$ cat src/pps_defines.svh
// constants for the power state sequencer: offsets, fields, resets, timing
`ifndef PPS_DEFINES_SVH
`define PPS_DEFINES_SVH

`define PPS_CLK_HZ        50000000
`define PPS_SLOW_HZ       32768
// core clocks per 32 kHz tick, truncated
`define PPS_TICK_DIV      (`PPS_CLK_HZ / `PPS_SLOW_HZ)
`define PPS_DIV_W         11

// initialization interval, least time, rounded up to 32 kHz ticks
`define PPS_INIT_US       8000
`define PPS_INIT_TICKS    ((`PPS_INIT_US * `PPS_SLOW_HZ + 999999) / 1000000)
`define PPS_TMR_W         16
`define PPS_RST_TICKS     16'h0100
`define PPS_WDOG_TICKS    16'h0400
`define PPS_WAIT_TICKS    16'h0800

// byte addresses of the registers
`define PPS_ADDR_W        5
`define PPS_REG_CTRL      5'h00
`define PPS_REG_BUCK      5'h04
`define PPS_REG_STATUS    5'h08
`define PPS_REG_FLAGS     5'h0c

`define PPS_CTRL_UOFF     0
`define PPS_CTRL_WARM_START_ENABLE   1
`define PPS_CTRL_RESTART  2
`define PPS_CTRL_RST      3'h0
`define PPS_BUCK_UO_LSB   0
`define PPS_BUCK_MH_LSB   8
`define PPS_BUCK_RST      6'h00
`define PPS_FLAG_WARM     0
`define PPS_FLAG_MEMH     1
`define PPS_STAT_PUS_LSB  4
`define PPS_STAT_SUPPLY   8
`define PPS_STAT_KEEP     9

`define PPS_NBUCK         6
`define PPS_NSLOT         7
`define PPS_PUS_W         4
// startup enable masks {ldo group, buck5..buck0} chosen by select pins
`define PPS_PUS_MASK0     7'h7f
`define PPS_PUS_MASK1     7'h3f
`define PPS_PUS_MASK2     7'h7b
`define PPS_PUS_MASK3     7'h1f

`define PPS_RESP_OK       2'h0
`define PPS_RESP_SLVERR   2'h2

`endif

$ cat src/pps_pkg.sv
// types shared by the power state sequencer modules
package pps_pkg;

  typedef enum logic [3:0]
  {
    PPS_COIN,
    PPS_OFF,
    PPS_COLD,
    PPS_WDOG,
    PPS_ON,
    PPS_UOWAIT,
    PPS_USEROFF,
    PPS_MEMHOLD,
    PPS_WARM
  } pps_state_e;

endpackage

$ cat src/pps_tmr_if.sv
// carrier between the sequencer and one of its down-counting timers
`timescale 1ns/1ps
`include "pps_defines.svh"

interface pps_tmr_if;
  logic                    start;
  logic                    tick;
  logic [`PPS_TMR_W-1:0]   load;
  logic                    expired;
  logic                    running;

  modport ctrl (output start, output tick, output load,
                input expired, input running);
  modport tmr  (input start, input tick, input load,
                output expired, output running);
endinterface

$ cat src/pps_timer.sv
// down counter clocked by the 32 kHz tick enable, one expiry pulse
`timescale 1ns/1ps
`include "pps_defines.svh"

module pps_timer
(
  input  wire logic  clk,
  input  wire logic  rst,
  pps_tmr_if.tmr     t
);
  logic [`PPS_TMR_W-1:0] cnt_reg;
  logic                  exp_reg;

  always_ff @(posedge clk)
  begin
    if (rst)
      cnt_reg <= '0;
    else if (t.start)
      cnt_reg <= t.load;
    else if (t.tick && cnt_reg != '0)
      cnt_reg <= cnt_reg - 1'b1;
  end

  // a restart in the expiry cycle wins, so a stale pulse never leaks out
  always_ff @(posedge clk)
  begin
    if (rst || t.start)
      exp_reg <= 1'b0;
    else
      exp_reg <= t.tick && cnt_reg == `PPS_TMR_W'(1);
  end

  assign t.expired = exp_reg;
  assign t.running = cnt_reg != '0;
endmodule

$ cat src/pps_top.sv
// power state sequencer: state machine, reset pins, regulators, registers
`timescale 1ns/1ps
`include "pps_defines.svh"

// Notes on behaviour
// [RL1] register access honoured only in watchdog, on and user off wait
// [RL2] interrupt output forced low outside watchdog and on
// [RL3] coin cell ignores turn-on, resets low, exits to off on good supply
// [RL4] depleted backup cell in coin cell restores every register default
// [RL5] off starts no timer, resets low, leaves only on a valid turn-on or recovery
// [RL6] off with supply below threshold ignores every turn-on event
// [RL7] cold start from off or memory hold turn-on, recovery or restart
// [RL8] cold start runs init interval, latches select pins, then sequences; 256-tick default reset timer expires before 263-tick init, no slot turns on
// [RL9] cold start holds resets low, reset timer expiry releases to watchdog
// [RL10] keepalive and standby ignored in cold start and watchdog
// [RL11] watchdog drives resets high, its timer expiry moves to on
// [RL12] keepalive low in on goes to off or cold start per configuration
// [RL13] keepalive steers transitions only in the on state
// [RL14] user-off request bit enters user off wait, keepalive then ignored
// [RL15] wait timer expiry goes to user off or memory hold per warm enable
// [RL16] wait expiry clears user-off request as system reset drops
// [RL17] low power off leaves on turn-on only, linear regulators disabled
// [RL18] low power off powers each buck by its own mode bits
// [RL19] startup regulator set chosen by latched select pin levels
// [RL20] coin cell keeps tick divider and supply detection running
// [RL21] user off turn-on enters warm start, expiry to watchdog with flag
// [RL22] memory hold turn-on enters cold start with defaults and flag
// [RL23] user off holds system reset low, processor reset high
// [RL24] memory hold holds both resets low
// [RL25] reset, watchdog and wait durations are 32 kHz tick parameters
module pps_top
#(
  parameter logic [`PPS_TMR_W-1:0] RST_TICKS  = `PPS_RST_TICKS,
  parameter logic [`PPS_TMR_W-1:0] WDOG_TICKS = `PPS_WDOG_TICKS,
  parameter logic [`PPS_TMR_W-1:0] WAIT_TICKS = `PPS_WAIT_TICKS
)
(
  input  wire logic                     CORE_CLK,
  input  wire logic                     RST,
  input  wire logic [`PPS_ADDR_W-1:0]   AVS_ADDRESS,
  input  wire logic                     AVS_READ,
  input  wire logic                     AVS_WRITE,
  input  wire logic [31:0]              AVS_WRITEDATA,
  input  wire logic [3:0]               AVS_BYTEENABLE,
  output logic      [31:0]              AVS_READDATA,
  output logic      [1:0]               AVS_RESPONSE,
  output logic                          AVS_WAITREQUEST,
  input  wire logic                     MAIN_SUPPLY_SENSE,
  input  wire logic                     BACKUP_CELL_DEPLETED,
  input  wire logic                     TURN_ON_EVENT,
  input  wire logic                     SUPPLY_INTERRUPTION_RECOVERED,
  input  wire logic                     KEEPALIVE_INPUT,
  input  wire logic [`PPS_PUS_W-1:0]    POWER_UP_SELECT_PINS,
  output logic                          SYSTEM_RESET_OUT_N_O,
  output logic                          SYSTEM_RESET_OUT_N_OE,
  output logic                          PROCESSOR_RESET_OUT_N_O,
  output logic                          PROCESSOR_RESET_OUT_N_OE,
  output logic                          INT_OUT,
  output logic [`PPS_NBUCK-1:0]         BUCK_EN,
  output logic                          LDO_EN
);
  localparam int NS = 5;

  pps_pkg::pps_state_e state_reg;
  pps_pkg::pps_state_e state_next;

  // pin synchronisers: stage one is read only by stage two
  logic [NS-1:0] sync1_reg;
  logic [NS-1:0] sync2_reg;
  logic [`PPS_PUS_W-1:0] pus1_reg;
  logic [`PPS_PUS_W-1:0] pus2_reg;
  logic          on_prev_reg;
  logic          rec_prev_reg;
  logic          supply_ok;
  logic          depleted;
  logic          turn_on;
  logic          recovered;
  logic          keepalive;

  logic [`PPS_DIV_W-1:0] div_reg;
  logic                  tick_reg;

  logic [2:0]            ctrl_reg;
  logic [`PPS_NBUCK-1:0] uo_mode_reg;
  logic [`PPS_NBUCK-1:0] mh_mode_reg;
  logic [1:0]            flag_reg;
  logic [`PPS_PUS_W-1:0] pus_reg;
  logic [`PPS_NSLOT-1:0] en_reg;
  logic [`PPS_NSLOT-1:0] en_next;
  logic [`PPS_NSLOT-1:0] start_mask;
  logic [2:0]            slot_reg;

  logic        wait_reg;
  logic        ok_reg;
  logic [31:0] rdata_reg;
  logic [1:0]  resp_reg;
  logic        req;
  logic        acc_ok;
  logic        wr_take;
  logic        hit;
  logic        clk_dom_rst;
  logic        load_defaults;
  logic        warm_set;
  logic        memh_set;
  logic        sys_low_reg;
  logic        mcu_low_reg;
  logic        int_reg;

  pps_tmr_if init_t ();
  pps_tmr_if main_t ();

  pps_timer u_init_tmr
  (
    .clk (CORE_CLK),
    .rst (RST),
    .t   (init_t.tmr)
  );

  pps_timer u_main_tmr
  (
    .clk (CORE_CLK),
    .rst (RST),
    .t   (main_t.tmr)
  );

  always_ff @(posedge CORE_CLK)
  begin
    if (RST)
    begin
      sync1_reg    <= '0;
      sync2_reg    <= '0;
      pus1_reg     <= '0;
      pus2_reg     <= '0;
      on_prev_reg  <= 1'b0;
      rec_prev_reg <= 1'b0;
    end
    else
    begin
      sync1_reg    <= {KEEPALIVE_INPUT, SUPPLY_INTERRUPTION_RECOVERED,
                       TURN_ON_EVENT, BACKUP_CELL_DEPLETED,
                       MAIN_SUPPLY_SENSE};
      sync2_reg    <= sync1_reg;
      pus1_reg     <= POWER_UP_SELECT_PINS;
      pus2_reg     <= pus1_reg;
      on_prev_reg  <= sync2_reg[2];
      rec_prev_reg <= sync2_reg[3];
    end
  end

  assign supply_ok = sync2_reg[0];
  assign depleted  = sync2_reg[1];
  assign turn_on   = sync2_reg[2] && !on_prev_reg;
  assign recovered = sync2_reg[3] && !rec_prev_reg;
  assign keepalive = sync2_reg[4];

  // the divider never stops, so coin cell keeps its time base
  always_ff @(posedge CORE_CLK)
  begin
    if (RST || div_reg == `PPS_DIV_W'(`PPS_TICK_DIV - 1))
      div_reg <= '0;
    else
      div_reg <= div_reg + 1'b1; // RL20
  end

  always_ff @(posedge CORE_CLK)
  begin
    if (RST)
      tick_reg <= 1'b0;
    else
      tick_reg <= div_reg == `PPS_DIV_W'(`PPS_TICK_DIV - 1);
  end

  always_comb
  begin
    state_next = state_reg;
    case (state_reg)
      pps_pkg::PPS_COIN:
        if (supply_ok)
          state_next = pps_pkg::PPS_OFF; // RL3
      pps_pkg::PPS_OFF:
        if (supply_ok && (turn_on || recovered))
          state_next = pps_pkg::PPS_COLD; // RL5 RL6 RL7
      pps_pkg::PPS_COLD:
        if (main_t.expired)
          state_next = pps_pkg::PPS_WDOG; // RL9 RL10
      pps_pkg::PPS_WDOG:
        if (main_t.expired)
          state_next = pps_pkg::PPS_ON; // RL11 RL10
      pps_pkg::PPS_ON:
        if (!keepalive)
          state_next = ctrl_reg[`PPS_CTRL_RESTART] ?
                       pps_pkg::PPS_COLD : pps_pkg::PPS_OFF; // RL12 RL13
        else if (ctrl_reg[`PPS_CTRL_UOFF])
          state_next = pps_pkg::PPS_UOWAIT; // RL14
      pps_pkg::PPS_UOWAIT:
        if (main_t.expired)
          state_next = ctrl_reg[`PPS_CTRL_WARM_START_ENABLE] ?
                       pps_pkg::PPS_USEROFF : pps_pkg::PPS_MEMHOLD; // RL15
      pps_pkg::PPS_USEROFF:
        if (turn_on)
          state_next = pps_pkg::PPS_WARM; // RL17 RL21
      pps_pkg::PPS_MEMHOLD:
        if (turn_on)
          state_next = pps_pkg::PPS_COLD; // RL17 RL22
      pps_pkg::PPS_WARM:
        if (main_t.expired)
          state_next = pps_pkg::PPS_WDOG; // RL21
      default:
        state_next = pps_pkg::PPS_COIN;
    endcase
  end

  always_ff @(posedge CORE_CLK)
  begin
    if (RST)
      state_reg <= pps_pkg::PPS_COIN;
    else
      state_reg <= state_next;
  end

  // timers start in the cycle the state changes; off and the low power
  // states load nothing, so no timer is started there
  always_comb
  begin
    main_t.tick  = tick_reg;
    init_t.tick  = tick_reg;
    main_t.start = 1'b0;
    main_t.load  = RST_TICKS;
    init_t.start = 1'b0;
    init_t.load  = `PPS_TMR_W'(`PPS_INIT_TICKS);
    if (state_next != state_reg)
    begin
      case (state_next)
        pps_pkg::PPS_COLD, pps_pkg::PPS_WARM:
        begin
          main_t.start = 1'b1; // RL9 RL25
          init_t.start = 1'b1; // RL8
        end
        pps_pkg::PPS_WDOG:
        begin
          main_t.start = 1'b1; // RL11
          main_t.load  = WDOG_TICKS;
        end
        pps_pkg::PPS_UOWAIT:
        begin
          main_t.start = 1'b1; // RL15
          main_t.load  = WAIT_TICKS;
        end
        default:
          main_t.start = 1'b0; // RL5
      endcase
    end
  end

  assign load_defaults = state_next != state_reg &&
                         (state_next == pps_pkg::PPS_COLD ||
                          state_next == pps_pkg::PPS_WARM); // RL22
  assign clk_dom_rst = RST ||
                       (state_reg == pps_pkg::PPS_COIN && depleted); // RL4

  always_ff @(posedge CORE_CLK)
  begin
    if (RST)
      pus_reg <= '0;
    else if (init_t.start)
      pus_reg <= pus2_reg; // RL8 RL19
  end

  always_comb
  begin
    case (pus_reg[1:0])
      2'h0:    start_mask = `PPS_PUS_MASK0;
      2'h1:    start_mask = `PPS_PUS_MASK1;
      2'h2:    start_mask = `PPS_PUS_MASK2;
      default: start_mask = `PPS_PUS_MASK3;
    endcase
  end

  // one regulator slot per tick once initialization is over, limiting
  // inrush; bucks kept on through a low power state stay on
  always_ff @(posedge CORE_CLK)
  begin
    if (RST || init_t.start)
      slot_reg <= '0;
    else if (tick_reg && !init_t.running && slot_reg != 3'h7 &&
             (state_reg == pps_pkg::PPS_COLD ||
              state_reg == pps_pkg::PPS_WARM))
      slot_reg <= slot_reg + 1'b1; // RL8
  end

  always_comb
  begin
    en_next = en_reg;
    case (state_reg)
      pps_pkg::PPS_COLD, pps_pkg::PPS_WARM:
        if (tick_reg && !init_t.running && slot_reg != 3'h7)
          en_next = en_reg |
                    (start_mask & (`PPS_NSLOT'(1) << slot_reg)); // RL8 RL19
      pps_pkg::PPS_USEROFF:
        en_next = {1'b0, uo_mode_reg}; // RL17 RL18
      pps_pkg::PPS_MEMHOLD:
        en_next = {1'b0, mh_mode_reg}; // RL17 RL18
      pps_pkg::PPS_COIN, pps_pkg::PPS_OFF:
        en_next = '0;
      default:
        en_next = en_reg;
    endcase
  end

  always_ff @(posedge CORE_CLK)
  begin
    if (RST)
      en_reg <= '0;
    else
      en_reg <= en_next;
  end

  // open-drain resets: pad level is low whenever enable is high
  always_comb
  begin
    case (state_reg)
      pps_pkg::PPS_WDOG, pps_pkg::PPS_ON, pps_pkg::PPS_UOWAIT:
      begin
        sys_low_reg = 1'b0;
        mcu_low_reg = 1'b0;
      end
      pps_pkg::PPS_USEROFF, pps_pkg::PPS_WARM:
      begin
        sys_low_reg = 1'b1; // RL23
        mcu_low_reg = 1'b0;
      end
      default:
      begin
        sys_low_reg = 1'b1; // RL3 RL5 RL9 RL24
        mcu_low_reg = 1'b1;
      end
    endcase
  end

  always_ff @(posedge CORE_CLK)
  begin
    if (RST)
    begin
      SYSTEM_RESET_OUT_N_OE    <= 1'b1;
      PROCESSOR_RESET_OUT_N_OE <= 1'b1;
    end
    else
    begin
      SYSTEM_RESET_OUT_N_OE    <= sys_low_reg; // RL16
      PROCESSOR_RESET_OUT_N_OE <= mcu_low_reg;
    end
  end

  always_ff @(posedge CORE_CLK)
  begin
    if (RST)
    begin
      SYSTEM_RESET_OUT_N_O    <= 1'b0;
      PROCESSOR_RESET_OUT_N_O <= 1'b0;
    end
    else
    begin
      SYSTEM_RESET_OUT_N_O    <= 1'b0;
      PROCESSOR_RESET_OUT_N_O <= 1'b0;
    end
  end

  assign BUCK_EN = en_reg[`PPS_NBUCK-1:0];
  assign LDO_EN  = en_reg[`PPS_NSLOT-1];

  // avalon slave: one wait cycle, then answer with waitrequest low
  assign req     = (AVS_READ || AVS_WRITE) && wait_reg;
  assign acc_ok  = state_reg == pps_pkg::PPS_WDOG ||
                   state_reg == pps_pkg::PPS_ON ||
                   state_reg == pps_pkg::PPS_UOWAIT; // RL1
  assign hit     = AVS_ADDRESS == `PPS_REG_CTRL ||
                   AVS_ADDRESS == `PPS_REG_BUCK ||
                   AVS_ADDRESS == `PPS_REG_STATUS ||
                   AVS_ADDRESS == `PPS_REG_FLAGS;
  assign wr_take = AVS_WRITE && !wait_reg && ok_reg && AVS_BYTEENABLE[0];

  always_ff @(posedge CORE_CLK)
  begin
    if (RST)
    begin
      wait_reg <= 1'b1;
      ok_reg   <= 1'b0;
      resp_reg <= `PPS_RESP_OK;
    end
    else
    begin
      wait_reg <= !req;
      if (req)
      begin
        ok_reg   <= acc_ok && hit; // RL1
        resp_reg <= (acc_ok && hit) ? `PPS_RESP_OK : `PPS_RESP_SLVERR;
      end
    end
  end

  always_ff @(posedge CORE_CLK)
  begin
    if (RST || !req || !acc_ok)
      rdata_reg <= '0;
    else
    begin
      case (AVS_ADDRESS)
        `PPS_REG_CTRL:   rdata_reg <= {29'h0, ctrl_reg};
        `PPS_REG_BUCK:   rdata_reg <= {18'h0, mh_mode_reg, 2'h0,
                                       uo_mode_reg};
        `PPS_REG_STATUS: rdata_reg <= {22'h0, keepalive, supply_ok,
                                       pus_reg, state_reg};
        `PPS_REG_FLAGS:  rdata_reg <= {30'h0, flag_reg};
        default:         rdata_reg <= '0;
      endcase
    end
  end

  assign AVS_WAITREQUEST = wait_reg;
  assign AVS_READDATA    = rdata_reg;
  assign AVS_RESPONSE    = resp_reg;

  // general settings fall back to defaults on every start
  always_ff @(posedge CORE_CLK)
  begin
    if (clk_dom_rst || load_defaults)
      ctrl_reg <= `PPS_CTRL_RST; // RL4 RL22
    else if (state_reg == pps_pkg::PPS_UOWAIT && main_t.expired)
      ctrl_reg[`PPS_CTRL_UOFF] <= 1'b0; // RL16
    else if (wr_take && AVS_ADDRESS == `PPS_REG_CTRL)
      ctrl_reg <= AVS_WRITEDATA[2:0];
  end

  // buck mode bits live in the clock domain and survive low power states
  always_ff @(posedge CORE_CLK)
  begin
    if (clk_dom_rst)
    begin
      uo_mode_reg <= `PPS_BUCK_RST; // RL4
      mh_mode_reg <= `PPS_BUCK_RST;
    end
    else if (wr_take && AVS_ADDRESS == `PPS_REG_BUCK)
    begin
      uo_mode_reg <= AVS_WRITEDATA[`PPS_BUCK_UO_LSB +: `PPS_NBUCK];
      mh_mode_reg <= AVS_WRITEDATA[`PPS_BUCK_MH_LSB +: `PPS_NBUCK];
    end
  end

  assign warm_set = state_reg == pps_pkg::PPS_WARM && main_t.expired;
  assign memh_set = state_reg == pps_pkg::PPS_MEMHOLD && turn_on;

  // write one to clear; a set in the same cycle wins over the clear
  always_ff @(posedge CORE_CLK)
  begin
    if (clk_dom_rst)
      flag_reg <= '0; // RL4
    else
    begin
      if (warm_set)
        flag_reg[`PPS_FLAG_WARM] <= 1'b1; // RL21
      else if (wr_take && AVS_ADDRESS == `PPS_REG_FLAGS &&
               AVS_WRITEDATA[`PPS_FLAG_WARM])
        flag_reg[`PPS_FLAG_WARM] <= 1'b0;
      if (memh_set)
        flag_reg[`PPS_FLAG_MEMH] <= 1'b1; // RL22
      else if (wr_take && AVS_ADDRESS == `PPS_REG_FLAGS &&
               AVS_WRITEDATA[`PPS_FLAG_MEMH])
        flag_reg[`PPS_FLAG_MEMH] <= 1'b0;
    end
  end

  always_ff @(posedge CORE_CLK)
  begin
    if (RST)
      int_reg <= 1'b0;
    else
      int_reg <= (|flag_reg) && (state_reg == pps_pkg::PPS_WDOG ||
                                 state_reg == pps_pkg::PPS_ON); // RL2
  end

  assign INT_OUT = int_reg;
endmodule

$ cat config.mk
export PLATFORM = sky130hd
export DESIGN_NAME = pps_top
export DESIGN_NICKNAME = d
export VERILOG_FILES = /design/src/pps_pkg.sv /design/src/pps_tmr_if.sv /design/src/pps_timer.sv /design/src/pps_top.sv
export VERILOG_INCLUDE_DIRS = /design/src
export SDC_FILE = /design/constraint.sdc
export NUM_CORES = 1
export LEC_CHECK = 0
export BUFFER_PORTS_ARGS = -buffer_cell sky130_fd_sc_hd__buf_2
export CORE_ASPECT_RATIO = 2
export CORE_MARGIN = 2
export CORE_UTILIZATION = 40
export DETAILED_ROUTE_END_ITERATION = 7
export PLACE_DENSITY_LB_ADDON = 0.2
export SKIP_LAST_GASP = 1
export SYNTH_ARGS = -nofsm -noshare
export SYNTH_HDL_FRONTEND = slang
export SYNTH_SLANG_ARGS = --single-unit
$ cat constraint.sdc
create_clock -name CORE_CLK -period 2.45 [get_ports CORE_CLK]
set_input_delay 0.245 -clock CORE_CLK [delete_from_list [all_inputs] [get_ports CORE_CLK]]
set_output_delay 0.245 -clock CORE_CLK [all_outputs]
set_load 0.02 [all_outputs]
* After elaboration in Yosys (flattened, before gate mapping) *
Index checks and enable logic that the tools add are counted.

operators by class
  add/sub/neg operators = 4
  equal/unequal tests = 22
  shifts and indexed selects = 1
  muxes and demuxes = 33
  bitwise logic cells = 3
  reduce and logical (&&, ||, !) cells = 68

operator list
  operator                                                               number
  14-bit one-hot mux with 4 select lines                                 1
  4-bit two-way mux                                                      9
  16-bit two-way mux                                                     2
  4-bit one-hot mux with 8 select lines                                  1
  16-bit nonzero test                                                    2
  16-bit by 1-bit subtractor with 16-bit output (second input constant)  2
  7-bit one-hot mux with 4 select lines                                  1
  1-bit logical AND                                                      25
  12-bit one-hot mux with 2 select lines                                 1
  7-bit one-hot mux with 3 select lines                                  1
  4-bit by 3-bit == test with 1-bit output (second input constant)       5
  9-bit two-way mux                                                      2
  16-bit by 1-bit == test with 1-bit output (second input constant)      1
  4-bit by 2-bit == test with 1-bit output (second input constant)       4
  1-bit logical OR                                                       16
  12-bit two-way mux                                                     1
  2-bit OR reduction                                                     6
  11-bit by 1-bit adder with 11-bit output (second input constant)       1
  11-bit == test (second input constant)                                 1
  1-bit two-way mux                                                      11
  5-bit by 4-bit == test with 1-bit output (second input constant)       2
  4-bit == test (second input constant)                                  2
  2-bit nonzero test                                                     4
  7-bit bitwise AND                                                      1
  other kinds (22)                                                       29

storage, ports and cells
  flip-flop bits (word level) = 139
  bits of input ports = 54
  output and inout bits = 47

* Depth between registers and ports, before layout *
  depth in word-level cells = 11
  gate-level depth with buffers = 11
  depth with buffers taken out = 9

* Hierarchy *
From an unflattened synthesis, not the netlist that was laid out.

second synthesis, totals
  cell total of the unflattened synthesis = 707
  area, all modules = 6,158.4 sq um

modules (own cells, without submodules)
  module     times used  cells each  area each (sq um)
  pps_top    1           415         3,898.7
  pps_timer  2           146         1,129.8

* Least setup slack after synthesis *
OpenSTA, ideal clock, no wires.

  kind = reg-to-reg
  start = register u_init_tmr.cnt_reg[7]
  end = register u_init_tmr.cnt_reg[14]
  setup time = 0.117 ns
  data arrival time = 2.056 ns
  slack = 0.276 ns
  cell stages (with the launch flop) = 9
  buffers on the path = 1
  clock period less this slack = 2.174 ns
  path through = dfxtp_1 > or4_4 > or3_1 > buf_6 > o2111ai_1 > or3_1 > or3_1 > xor2_1 > nor2_1

on the way
  word-level cells in the longest chain between the ends = 2

ends and longest elaborated chain
  element                                                                                RTL line         RTL
  start, declared                                                                        pps_timer.sv:11  logic [`PPS_TMR_W-1:0] cnt_reg;
  start signal, assigned                                                                 pps_timer.sv:19  cnt_reg <= t.load;
  start signal, assigned                                                                 pps_timer.sv:21  cnt_reg <= cnt_reg - 1'b1;
  branches (longest 2 deep; another with 16-bit by 1-bit subtractor with 16-bit output)  -

Several ways; the timed one is not identified.
A chain may end at the register's enable or synchronous reset.

* Worst setup path in the final report *
  start = register u_init_tmr.cnt_reg[7]
  end = register u_init_tmr.cnt_reg[7]

Same word-level chain as after synthesis.

==> impl_metrics.ini <==
[clock_network]
clkTransAtPathRegs_ns = 0.05
cts_root_buffer = clkbuf_16
cts.sinks = 120
cts_buffers = 17
h-tree-depth = 4
cts_tree = built
hold_buffers = 0
clk_path_buf_depth = 2
clkLatencyLatePin_ns = 0.41

[synthesis]
synth_area_leaders = dfxtp_1 (45%), nor2_1 (6.2%), mux2i_1 (5.0%)
synth_area_mm2 = 0.00535
ys_seq_elements = 120
synth-edff-count = 0
ys_async_sr_fraction = 0
ys.flop_type = dfxtp_1
syn_avg_cell_area_um2 = 9.09
yosysTopAreaCell = dfxtp_1
synthCells = 589
yosysSeqAreaShare = 0.449
yosysWarnings = 0
synth_cell_types = 68
yosysTopAreaCellShare = 0.449

[floorplan]
ios = 101
core-area_mm2 = 0.0131
dieArea_mm2 = 0.0144
start_util = 0.410
rows = 59
die_h_um = 168
dieWidth_um = 85.8

[routing]
via_count = 4287
firstDrtPassIters = 6
drcViolationCount = 7
dr_wl_met3_um = 450
top_layer = met4
wirelength_um = 12300
first_iter_violations = 248
met1_length_um = 4510
drtAntennaViolNets = 0
wl_met2_um = 6960
wire_per_inst_um = 14.8
routed_via_density = 5.15

[worst_setup_path]
required_ns = 2.75
cp_num_buf_inv = 1
worstPathArrival_ns = 2.60
crit_path_end_kind = flip-flop
path_cells = or4_4, or3_4, o21a_1, nand4_1, buf_4, xor2_1, nor2_1
path_class = reg -> reg
start_kind = flip-flop
cp_slowest_cell = or4_4
slowest_delay_ns = 0.56
crit_fanout = 7
crit_family = simple AND/OR/NAND/NOR gates

[cells_and_area]
multi_input_area_mm2 = 0.00273
finish.utilization = 0.500
layout.area.seq_mm2 = 0.00241
area_growth_syn_to_layout_pct = 22.0
layout_commonest_cell = dfxtp_1
antenna_cells = 0
fin_nets = 732
drive_above_1_share = 0.204
final_cell_mix = dfxtp_1 (117), nor2_1 (88), buf_2 (56)
nFillCells = 1230

[power_and_ir_drop]
p_total_w = 0.00487
peakVddDrop_mv = 0.623
leakage_nw = 2.63
power.density_mw_per_mm2 = 746

[placement]
place.gp.congestion = 0.872
io_buffers = 56
dp.final_hpwl_um = 9350

[global_routing]
first_global_vias = 4233
antenna_found_initial = 0
grt_max_degree = 29
grt_usage = 0.180
grt_overflow_total = 0
grt_pass1_wl_um = 20300

[sta]
final_hold_viol_count = 0
slew_violations = 0
fmax_mhz = 434
skew_ns = 0.00928
period_share = 0.941
min_period_ns = 2.31
setup_viol = 0
rsz0062_at_grt = yes
relSlewSlack = 0.524
tightest_slew_ns = 0.713

[run_status]
status = finished, violations left
violations = design-rule violations

[run]
cap_violations = 0

[hold_path]
hold_class = in -> reg
-- area by class of cell --
| cell class | instances | area share |
|---|---|---|
| Inverter | 14 | 0.00805 |
| Clock inverter | 13 | 0.0295 |
| Timing Repair Buffer | 86 | 0.0774 |
| Clock buffer | 19 | 0.0694 |
| Tap cell | 152 | 0.0291 |
| Sequential cell | 120 | 0.368 |
| Multi-Input combinational cell | 428 | 0.418 |
-- worst paths after layout --
check	slack, ns	cells after the start	end	from
worst max-delay path	0.14	7	u_init_tmr.cnt_reg[7]$_SDFFE_PP0P_	u_init_tmr.cnt_reg[7]$_SDFFE_PP0P_
worst min-delay path	0.05	2	sync1_reg[0]$_SDFF_PP0_	MAIN_SUPPLY_SENSE
worst max register to register	0.14	7	u_init_tmr.cnt_reg[7]$_SDFFE_PP0P_	u_init_tmr.cnt_reg[7]$_SDFFE_PP0P_
worst min register to register	0.43	1	sync2_reg[0]$_SDFF_PP0_	sync1_reg[0]$_SDFF_PP0_
-- Yosys cell counts, types with 8 or more instances --
cell type	number
dfxtp_1	120
nor2_1	88
nand2_1	33
nor2b_1	29
mux2i_1	27
a21oi_1	25
buf_4	21
nor3_1	18
xnor2_1	18
xor2_1	16
clkbuf_1	14
inv_1	14
ha_1	11
nand3_1	11
and3_1	10
or3_1	10
buf_2	8
nor4_1	8
o21ai_0	8
-- worst register-to-register path, delay by kind of cell (launching register included) --
family                 cells  cell delay, ns
flip-flops                 1            0.35
XOR/XNOR                   1            0.15
buffers and inverters      1            0.16
AND/OR/NAND/NOR            4            1.25
AO/OA/AOI/OAI              1            0.29
-- what timing repair did --
| item | in CTS | in global routing |
|---|---|---|
| resized for setup | 0 | 8 |
| setup endpoints to repair | 0 | 19 |
| setup buffers | 0 | 1 |
| endpoints found under the hold margin | 0 | 0 |
-- per-stage QoR --
step / setup slack (ns) / cell area, µm² / hold slack, ns / setup TNS, ns / instances
6_report: 0.145 / 6530 / 0.0476 / 0 / 832
3_3_place_gp: 0.0767 / 5840 / 0.425 / 0 / 799
3_5_place_dp: 0.0693 / 5840 / 0.424 / 0 / 799
4_1_cts: 0.0346 / 6490 / 0.0296 / 0 / 831
5_1_grt: -0.0353 / 6530 / 0.0326 / -0.0353 / 832
2_1_floorplan: 0.276 / 5430 / 0.373 / 0 / 609
-- per-layer routing --
metal	vias up	track usage
li1	2163	-
met1	1986	0.176
met2	114	0.343
met3	24	0.0493
met4	0	0.0780
met5	-	0
-- kinds of logic (layout without fill, tap and decap cells) --
kind of cell,count (synthesis),after routing,share of synthesized area
AND/OR/NAND/NOR,249,249,0.238
flip-flops,120,120,0.449
AO/OA/AOI/OAI,84,84,0.114
buffers and inverters,61,132,0.0608
XOR/XNOR,34,34,0.0556
multiplexers,29,29,0.0568
adder cells (fa/ha/maj),11,11,0.0257
other,1,21,0.000700
-- power by group --
part / leakage [nW] / switching, W / internal (W)
Sequential: 0.973 / 0.0000170 / 0.00198
Clock: 0.311 / 0.000905 / 0.00177
Combinational: 1.35 / 0.000130 / 0.0000764
Total: 2.63 / 0.00105 / 0.00382
Note: power is estimated with default switching activity, not from simulation.
